### src/verilog/otm_pkg.sv
package otm_pkg;

    // ------------------------------------------------------------
    // widths and scaling
    // ------------------------------------------------------------
    // quantities are in tenths of a percent of rated value
    localparam int OTM_VAL_W = 16;
    localparam int OTM_CODE_W = 6;
    localparam int OTM_OC_N = 5;

    // ------------------------------------------------------------
    // reset values of the settings
    // ------------------------------------------------------------
    // 100.0 percent
    localparam logic [15:0] OTM_OVL_DEFAULT = 16'h03E8;
    // 3.0 percent
    localparam logic [15:0] OTM_DEV_DEFAULT = 16'h001E;

    // ------------------------------------------------------------
    // output function option codes
    // ------------------------------------------------------------
    localparam logic [5:0] OTM_CODE_OVL_ONE = 6'h03;
    localparam logic [5:0] OTM_CODE_PID_DEV = 6'h04;
    // option code 26 decimal
    localparam logic [5:0] OTM_CODE_OVL_TWO = 6'h1A;

    // terminal level for an inactive function, transistor off
    localparam logic OTM_TERM_IDLE = 1'b1;

    typedef logic [15:0] otm_val_t;

    // one software write to a setting
    typedef struct packed {
        logic wr;
        otm_val_t data;
    } otm_wr_s;

    // the three monitor flags, high while asserted
    typedef struct packed {
        logic overload_warning_one;
        logic overload_warning_two;
        logic pid_deviation_flag;
    } otm_flags_s;

    // current setting values
    typedef struct packed {
        otm_val_t overload_level_one;
        otm_val_t overload_level_two;
        otm_val_t deviation_level;
    } otm_levels_s;

endpackage : otm_pkg

### src/verilog/otm_cmp.sv
`timescale 1ns/1ps
module otm_cmp
    import otm_pkg::*;
(
    input wire logic clk,
    input wire logic nrst,
    input wire logic ce,
    input wire otm_val_t value,
    input wire otm_val_t level,
    output logic flag
);

    // ------------------------------------------------------------
    // threshold flag
    // ------------------------------------------------------------
    // on equality the flag holds, so a quantity sitting on its
    // threshold cannot make the terminal chatter
    always_ff @(posedge clk or negedge nrst) begin
        if (!nrst) begin
            flag <= 1'b0;
        end else if (ce) begin
            if (value > level) begin
                flag <= 1'b1;
            end else if (value < level) begin
                flag <= 1'b0;
            end
        end
    end

endmodule : otm_cmp

### src/verilog/otm_top.sv
`timescale 1ns/1ps
module otm_top
    import otm_pkg::*;
(
    input wire logic clk,
    input wire logic nrst,
    input wire logic ce,
    input wire otm_val_t output_current,
    input wire logic regen_braking,
    input wire otm_val_t pid_setpoint,
    input wire otm_val_t pid_process_var,
    input wire otm_wr_s wr_overload_level_one,
    input wire otm_wr_s wr_overload_level_two,
    input wire otm_wr_s wr_deviation_level,
    input wire logic [OTM_OC_N-1:0][OTM_CODE_W-1:0] oc_code,
    input wire logic [OTM_CODE_W-1:0] relay_code,
    output logic [OTM_OC_N-1:0] oc_term_n,
    output logic relay_contact_terminals_n,
    output otm_flags_s flags,
    output otm_levels_s levels,
    output otm_val_t pid_error
);

    // ------------------------------------------------------------
    // settings
    // ------------------------------------------------------------
    // overload level reset and write
    always_ff @(posedge clk or negedge nrst) begin
        if (!nrst) begin
            levels.overload_level_one <= OTM_OVL_DEFAULT;
        end else if (ce && wr_overload_level_one.wr) begin
            levels.overload_level_one <= wr_overload_level_one.data;
        end
    end

    always_ff @(posedge clk or negedge nrst) begin
        if (!nrst) begin
            levels.overload_level_two <= OTM_OVL_DEFAULT;
        end else if (ce && wr_overload_level_two.wr) begin
            levels.overload_level_two <= wr_overload_level_two.data;
        end
    end

    always_ff @(posedge clk or negedge nrst) begin
        if (!nrst) begin
            levels.deviation_level <= OTM_DEV_DEFAULT;
        end else if (ce && wr_deviation_level.wr) begin
            levels.deviation_level <= wr_deviation_level.data;
        end
    end

    // ------------------------------------------------------------
    // pid error magnitude
    // ------------------------------------------------------------
    otm_val_t next_pid_error;

    always_comb begin
        if (pid_setpoint >= pid_process_var) begin
            next_pid_error = pid_setpoint - pid_process_var;
        end else begin
            next_pid_error = pid_process_var - pid_setpoint;
        end
    end

    always_ff @(posedge clk or negedge nrst) begin
        if (!nrst) begin
            pid_error <= '0;
        end else if (ce) begin
            pid_error <= next_pid_error;
        end
    end

    // ------------------------------------------------------------
    // comparators
    // ------------------------------------------------------------
    logic flag_ovl_one;
    logic flag_ovl_two;
    logic flag_dev;
    logic regen_seen;

    // braking state registered but read by nothing; it never gates the compare
    always_ff @(posedge clk or negedge nrst) begin
        if (!nrst) begin
            regen_seen <= 1'b0;
        end else if (ce) begin
            regen_seen <= regen_braking;
        end
    end

    otm_cmp u_cmp_ovl_one (
        .clk(clk),
        .nrst(nrst),
        .ce(ce),
        .value(output_current),
        .level(levels.overload_level_one),
        .flag(flag_ovl_one)
    );

    otm_cmp u_cmp_ovl_two (
        .clk(clk),
        .nrst(nrst),
        .ce(ce),
        .value(output_current),
        .level(levels.overload_level_two),
        .flag(flag_ovl_two)
    );

    otm_cmp u_cmp_dev (
        .clk(clk),
        .nrst(nrst),
        .ce(ce),
        .value(pid_error),
        .level(levels.deviation_level),
        .flag(flag_dev)
    );

    always_ff @(posedge clk or negedge nrst) begin
        if (!nrst) begin
            flags <= '0;
        end else if (ce) begin
            flags.overload_warning_one <= flag_ovl_one;
            flags.overload_warning_two <= flag_ovl_two;
            flags.pid_deviation_flag <= flag_dev;
        end
    end

    // ------------------------------------------------------------
    // terminal routing
    // ------------------------------------------------------------
    // codes of other functions are served elsewhere; here they leave
    // the terminal off
    function automatic logic otm_select(input logic [OTM_CODE_W-1:0] code,
                                        input logic f1,
                                        input logic f2,
                                        input logic fd);
        logic sel;
        sel = 1'b0;
        case (code)
            OTM_CODE_OVL_ONE: sel = f1;
            OTM_CODE_OVL_TWO: sel = f2;
            OTM_CODE_PID_DEV: sel = fd;
            default: sel = 1'b0;
        endcase
        return sel;
    endfunction : otm_select

    genvar gi;
    generate
        for (gi = 0; gi < OTM_OC_N; gi++) begin : g_oc
            always_ff @(posedge clk or negedge nrst) begin
                if (!nrst) begin
                    oc_term_n[gi] <= OTM_TERM_IDLE;
                end else if (ce) begin
                    oc_term_n[gi] <= ~otm_select(oc_code[gi], flag_ovl_one,
                                                 flag_ovl_two, flag_dev);
                end
            end
        end
    endgenerate

    always_ff @(posedge clk or negedge nrst) begin
        if (!nrst) begin
            relay_contact_terminals_n <= OTM_TERM_IDLE;
        end else if (ce) begin
            relay_contact_terminals_n <= ~otm_select(relay_code, flag_ovl_one,
                                                     flag_ovl_two, flag_dev);
        end
    end

endmodule : otm_top

### config.mk
export PLATFORM = sky130hd
export DESIGN_NAME = otm_top
export DESIGN_NICKNAME = d
export VERILOG_FILES = /design/src/verilog/otm_pkg.sv /design/src/verilog/otm_cmp.sv /design/src/verilog/otm_top.sv
export SDC_FILE = /design/constraint.sdc
export NUM_CORES = 1
export LEC_CHECK = 0
export ABC_CLOCK_PERIOD_IN_PS = 2350
export BUFFER_PORTS_ARGS = -buffer_cell sky130_fd_sc_hd__buf_2
export CAP_MARGIN = 25
export CORE_MARGIN = 2
export CORE_UTILIZATION = 45
export DETAILED_ROUTE_END_ITERATION = 12
export PLACE_DENSITY = 0.73
export SLEW_MARGIN = 20
export SYNTH_ARGS = -nofsm -noshare
export SYNTH_HDL_FRONTEND = slang
export SYNTH_SLANG_ARGS = --single-unit
### constraint.sdc
create_clock -name clk -period 2.35 [get_ports clk]
set_input_delay 0.3525 -clock clk [delete_from_list [all_inputs] [get_ports clk]]
set_output_delay 0.3525 -clock clk [all_outputs]
set_load 0.03 [all_outputs]
# == Yosys cells after proc, flatten, opt, wreduce, memory -nomap -nowiden ==
# Index checks and enable logic that the tools add are counted.
# totals
elab_cells,77
mem_count,0
latch_bits,0
ram_bits,0
ff_bits,76
input_bits,139
rom_bits,0
output_inout_bits,73
# op_classes
div,0
mux,19
n_bitwise,6
n_addsub,2
multipliers,0
n_shift,0
n_reduce_logical,9
magnitude_cmp,7
n_eq_ne,18
# ops
operator,count
16-bit greater-than comparator,3
16-bit less-than comparator,3
6-bit by 2-bit equality test with 1-bit output (second input constant),6
6-bit by 3-bit equality test with 1-bit output (second input constant),6
6-bit by 5-bit equality test with 1-bit output (second input constant),6
16-bit subtractor,2
1-bit one-hot mux with 3 select lines,6
16-bit greater-or-equal comparator,1
16-bit two-way mux,1
1-bit two-way mux,12
1-bit inverter,6
2-bit AND reduction,3
2-bit nonzero test,3
1-bit logical AND,3

# == Depth between registers and ports, before layout ==
# depth
depth_word,4
depth_mapped,11
ltp_nobuf,10

# == By module ==
# Synthesis repeated with hierarchy kept, for this count alone.
# hier_totals
hier_cells,656
area_unflattened_um2,6022.0
# by_module_without_submodules
mod,instances,seq_area_each_um2,area_per_inst_um2,cells_each
otm_top,1,1854.3,4693.3,479
otm_cmp,3,25.0,442.9,59

# == Worst setup path after synthesis ==
# OpenSTA, ideal clock, no wires.
# synth_timing
path_type,input -> register
from,in pid_setpoint[0]
to,reg pid_error[15]
arrival_time_ps,2649
t_required_ps,2211
setup_slack_ps,-438
stages,10
n_path_buf,0
path_cell_list,inv_1 -> ha_1 -> fa_1 -> and2b_1 -> o31ai_1 -> a21oi_4 -> o21ai_2 -> or3_1 -> o221a_1 -> or4_1
# synth_between
elab_chain_len,2
elab_cells_between_ends,4
classes_between,add/sub: 2; order compare: 1; mux: 1
# synth_rtl
item,line,text
"start, declared",otm_top.sv:10,"input wire otm_val_t pid_setpoint,"
16-bit subtractor (tied with other cells),otm_top.sv:61,next_pid_error = pid_process_var - pid_setpoint;
16-bit two-way mux *,otm_top.sv:58,if (pid_setpoint >= pid_process_var) begin
"end signal, assigned",otm_top.sv:69,pid_error <= next_pid_error;
"end, declared",otm_top.sv:21,output otm_val_t pid_error
# Mark *: on every way between the ends. The rest lies on a longest branch, timed or not.
# A chain may end at the register's enable or synchronous reset.

# == Worst setup path after layout ==
# layout_timing
from,in pid_setpoint[1]
to,reg pid_error[15]
# The elaborated chain is that of the path after synthesis.

==> key figures <==
Worst hold path
  – Worst Hold Class: in -> async

Detailed routing
  – Post-Route WL: 16.9 mm
  – DR vias/cell: a little over 5
  – Residual DRC count: 0
  – Via Count: just under 6000
  – Antenna viol nets, final: 0
  – DRT Pass-1 Iters: 4
  – Avg WL per Cell: 15.0 um
  – DR iter-0 viols: 239

Cells and area
  – Area Growth Syn to Fin: 38.1%
  – Most frequent cells in the layout: buf_2 (206), inv_1 (89), buf_4 (86)
  – Finished Layout Cells: roughly 1100
  – Utilization after layout: 63.2%
  – Fill cell count: 1147
  – Commonest non-fill, non-tap cell in the layout: buf_2
  – Final net count: 1161
  – Antenna diodes: 0
  – Layout cells sized above 1: 43.7%
  – Design area: slightly above 0.008 mm2

CTS
  – Clock Tree Root: clkbuf_16
  – Clock-pin slew on the worst setup and hold paths: 0.06 ns
  – Clock Tree Buf Depth: 2
  – CTS tree: done
  – Later-pin clock latency in the skew report: ~0.33 ns
  – Hold-fix buffers, CTS: 0
  – Setup Buffers After CTS: 0
  – CTS Sinks: 76
  – Clock buffer count from CTS: 9
  – H-tree depth: 3

Outcome
  – Violations in the final reports: hold timing, setup timing
  – Run status: finished, violations left

Critical path
  – CP max stage delay: 0.50 ns
  – Worst path bufs/invs: 3
  – WS Path Type: in -> reg
  – Slowest CP cell: or4_1
  – CP Capture Type: flop
  – Crit path DAT: about 2.6 ns
  – Critical-path cell list: buf_6 -> inv_2 -> buf_4 -> fa_2 -> and2b_2 -> o31ai_4 -> a21oi_4 -> o21ai_2 -> or3_4 -> o221a_1 -> or4_1
  – CP top delay family: simple AND/OR/NAND/NOR gates
  – Worst EP required: around 2.6 ns
  – Startpoint types: input pin
  – Crit path max fanout: 2

Power and ir drop
  – Power density of the placed cells: around 650 mW/mm2
  – Lkg Pwr: 0.00436 uW
  – Peak supply drop: 298 uV

Floorplan
  – Io pins: 212
  – Core Region: around 0.013 mm2
  – Die W: 120 um
  – # rows: between 40 and 50
  – Starting density of the core: between 40% and 50%
  – Die area: 0.0143 mm2
  – Die Y: between 100 and 150 um

GRT
  – Pin count of the biggest net entering global routing: 41
  – Number of global-route vias before repair: between 5000 and 6000
  – All-Layer GR Usage: 23.5%
  – Antenna violations before repair: 0
  – First-pass GRT wire length: 27.4 mm
  – Total gr overflow: 0

Synth
  – Synth Instances: 656
  – Post-synthesis instance area: 0.00602 mm2
  – Post-synth EDFFs: 0
  – Asr flop ratio synth: between 90% and 100%
  – Syn avg cell area: 9.17 um2
  – Main synth FF type: dfrtp_1
  – Post-synth cell types: 59
  – Syn. warnings: 0
  – Area contributors post-synth: dfrtp_1 (22%), ha_1 (16%), mux2_2 (10%)
  – Post-Syn Nets: 876
  – Largest area contributor in the netlist: dfrtp_1
  – Number of synthesized register bits: 76
  – Synth top area share: 22.5%
  – Seq/Total Area, Yosys: 32.1%

Placement
  – Post-DP Area: 0.00793 mm2
  – Final GP Congestion: 0.892
  – Placed cells: around 1100
  – Worst slack, placed: -0.534 ns
  – Port bufs: 210
  – Post-DP HPWL: 14.2 mm

Run
  – MaxCap Viol Count: 0

STA
  – Fmax: 414 MHz
  – Skew final: 0.00777 ns
  – Worst Tran Pin Value: 0.510 ns
  – Final setup fails: 1
  – Final Max Tran Viols: 0
  – Fin. Hold Viols: 3
  – Tcrit/Tclk final: 103%
  – Slew margin rel.: between 60% and 70%
  – Fin worst setup slack: -0.0648 ns
  – Final min period: 2.41 ns
  – Fin Hold WS: -0.00545 ns
  – RSZ-0062 raised after global routing: yes
[layout make-up]
type	count	area [um2]	area share (%)
repair buffers	295	1720	20.7
flip-flops and latches	76	1930	23.2
clock buffers	12	246	2.97
multi-input cells	467	3780	45.5
inverters	92	358	4.31
well taps	176	220	2.65
clock inverters	4	50.0	0.603
[kinds of logic after synthesis]
kind of cell / share of synthesized area (%)
buffers and inverters: 7.51
adder cells (fa/ha/maj): 17.1
AND/OR/NAND/NOR: 13.5
multiplexers: 11.8
XOR/XNOR: 1.02
flip-flops: 32.1
AO/OA/AOI/OAI: 17.1
[state kept, by name (all words and copies together), names as in the netlist]
register                   flops
oc_term_n                      5
pid_error                     16
levels                        48
u_cmp_ovl_two.flag             1
flags                          3
u_cmp_ovl_one.flag             1
u_cmp_dev.flag                 1
relay_contact_terminals_n      1
[repair_timing]
action | 4_1_cts | 5_1_grt
gates resized for setup | 8 | 12
gates cloned | 0 | 0
setup endpoints to repair | 9 | 9
pin swaps | 0 | 2
[synth_stat cells (5+ instances only)]
cell,count
inv_1,92
dfrtp_1,54
mux2_2,54
mux2i_1,10
o21ai_0,17
dfstp_2,22
nor2b_1,10
o211ai_1,6
nand2_1,31
a21o_1,16
o31a_1,7
and4b_1,7
nand4_1,14
clkbuf_1,9
o21a_1,11
nand2b_1,9
nand3_1,7
nor2_1,46
ha_1,79
buf_4,6
nor3_1,13
a21oi_1,55
and3_1,5
a31oi_1,10
[through the flow]
stage                     total power [uW]  setup TNS (ns)
after global placement                3990           -4.33
after floorplan                       3190          -0.303
after global routing                  5760          -0.255
final                                 5410         -0.0648
after CTS                             5440         -0.0981
after detailed placement              4040           -4.94
[routing by layer]
| layer | GRT usage (%) | up-vias | wire, um |
|---|---|---|---|
| met3 | 2.71 | 22 | 810 |
| met4 | 7.21 | 0 | 280 |
| met2 | 44.3 | 158 | 8890 |
| li1 | - | 2889 | - |
| met1 | 27.7 | 2702 | 6890 |
| met5 | 0 | - | 0 |
[path summary, 6_finish.rpt]
check / slack, ns / cells past startpoint / endpoint / from
setup / recovery: -0.06 / 11 / pid_error[15] / pid_setpoint[1]
hold / removal: -0.005 / 1 / levels[47] / nrst
setup reg to reg: 0.25 / 8 / u_cmp_ovl_two.flag / levels[25]
hold reg to reg: 0.49 / 2 / oc_term_n[0] / oc_term_n[0]
max in group asynchronous: 1.63 / 2 / levels[22] / nrst
min in group clk: 0.25 / 2 / levels[8] / wr_deviation_level[8]
[where the power goes]
part / internal (uW) / switching (uW) / leakage (uW)
Combinational: 969 / 1300 / 0.00336
Sequential: 1570 / 211 / 0.000861
Clock: 850 / 513 / 0.000139
No activity file was read; power rests on OpenSTA's default activity.
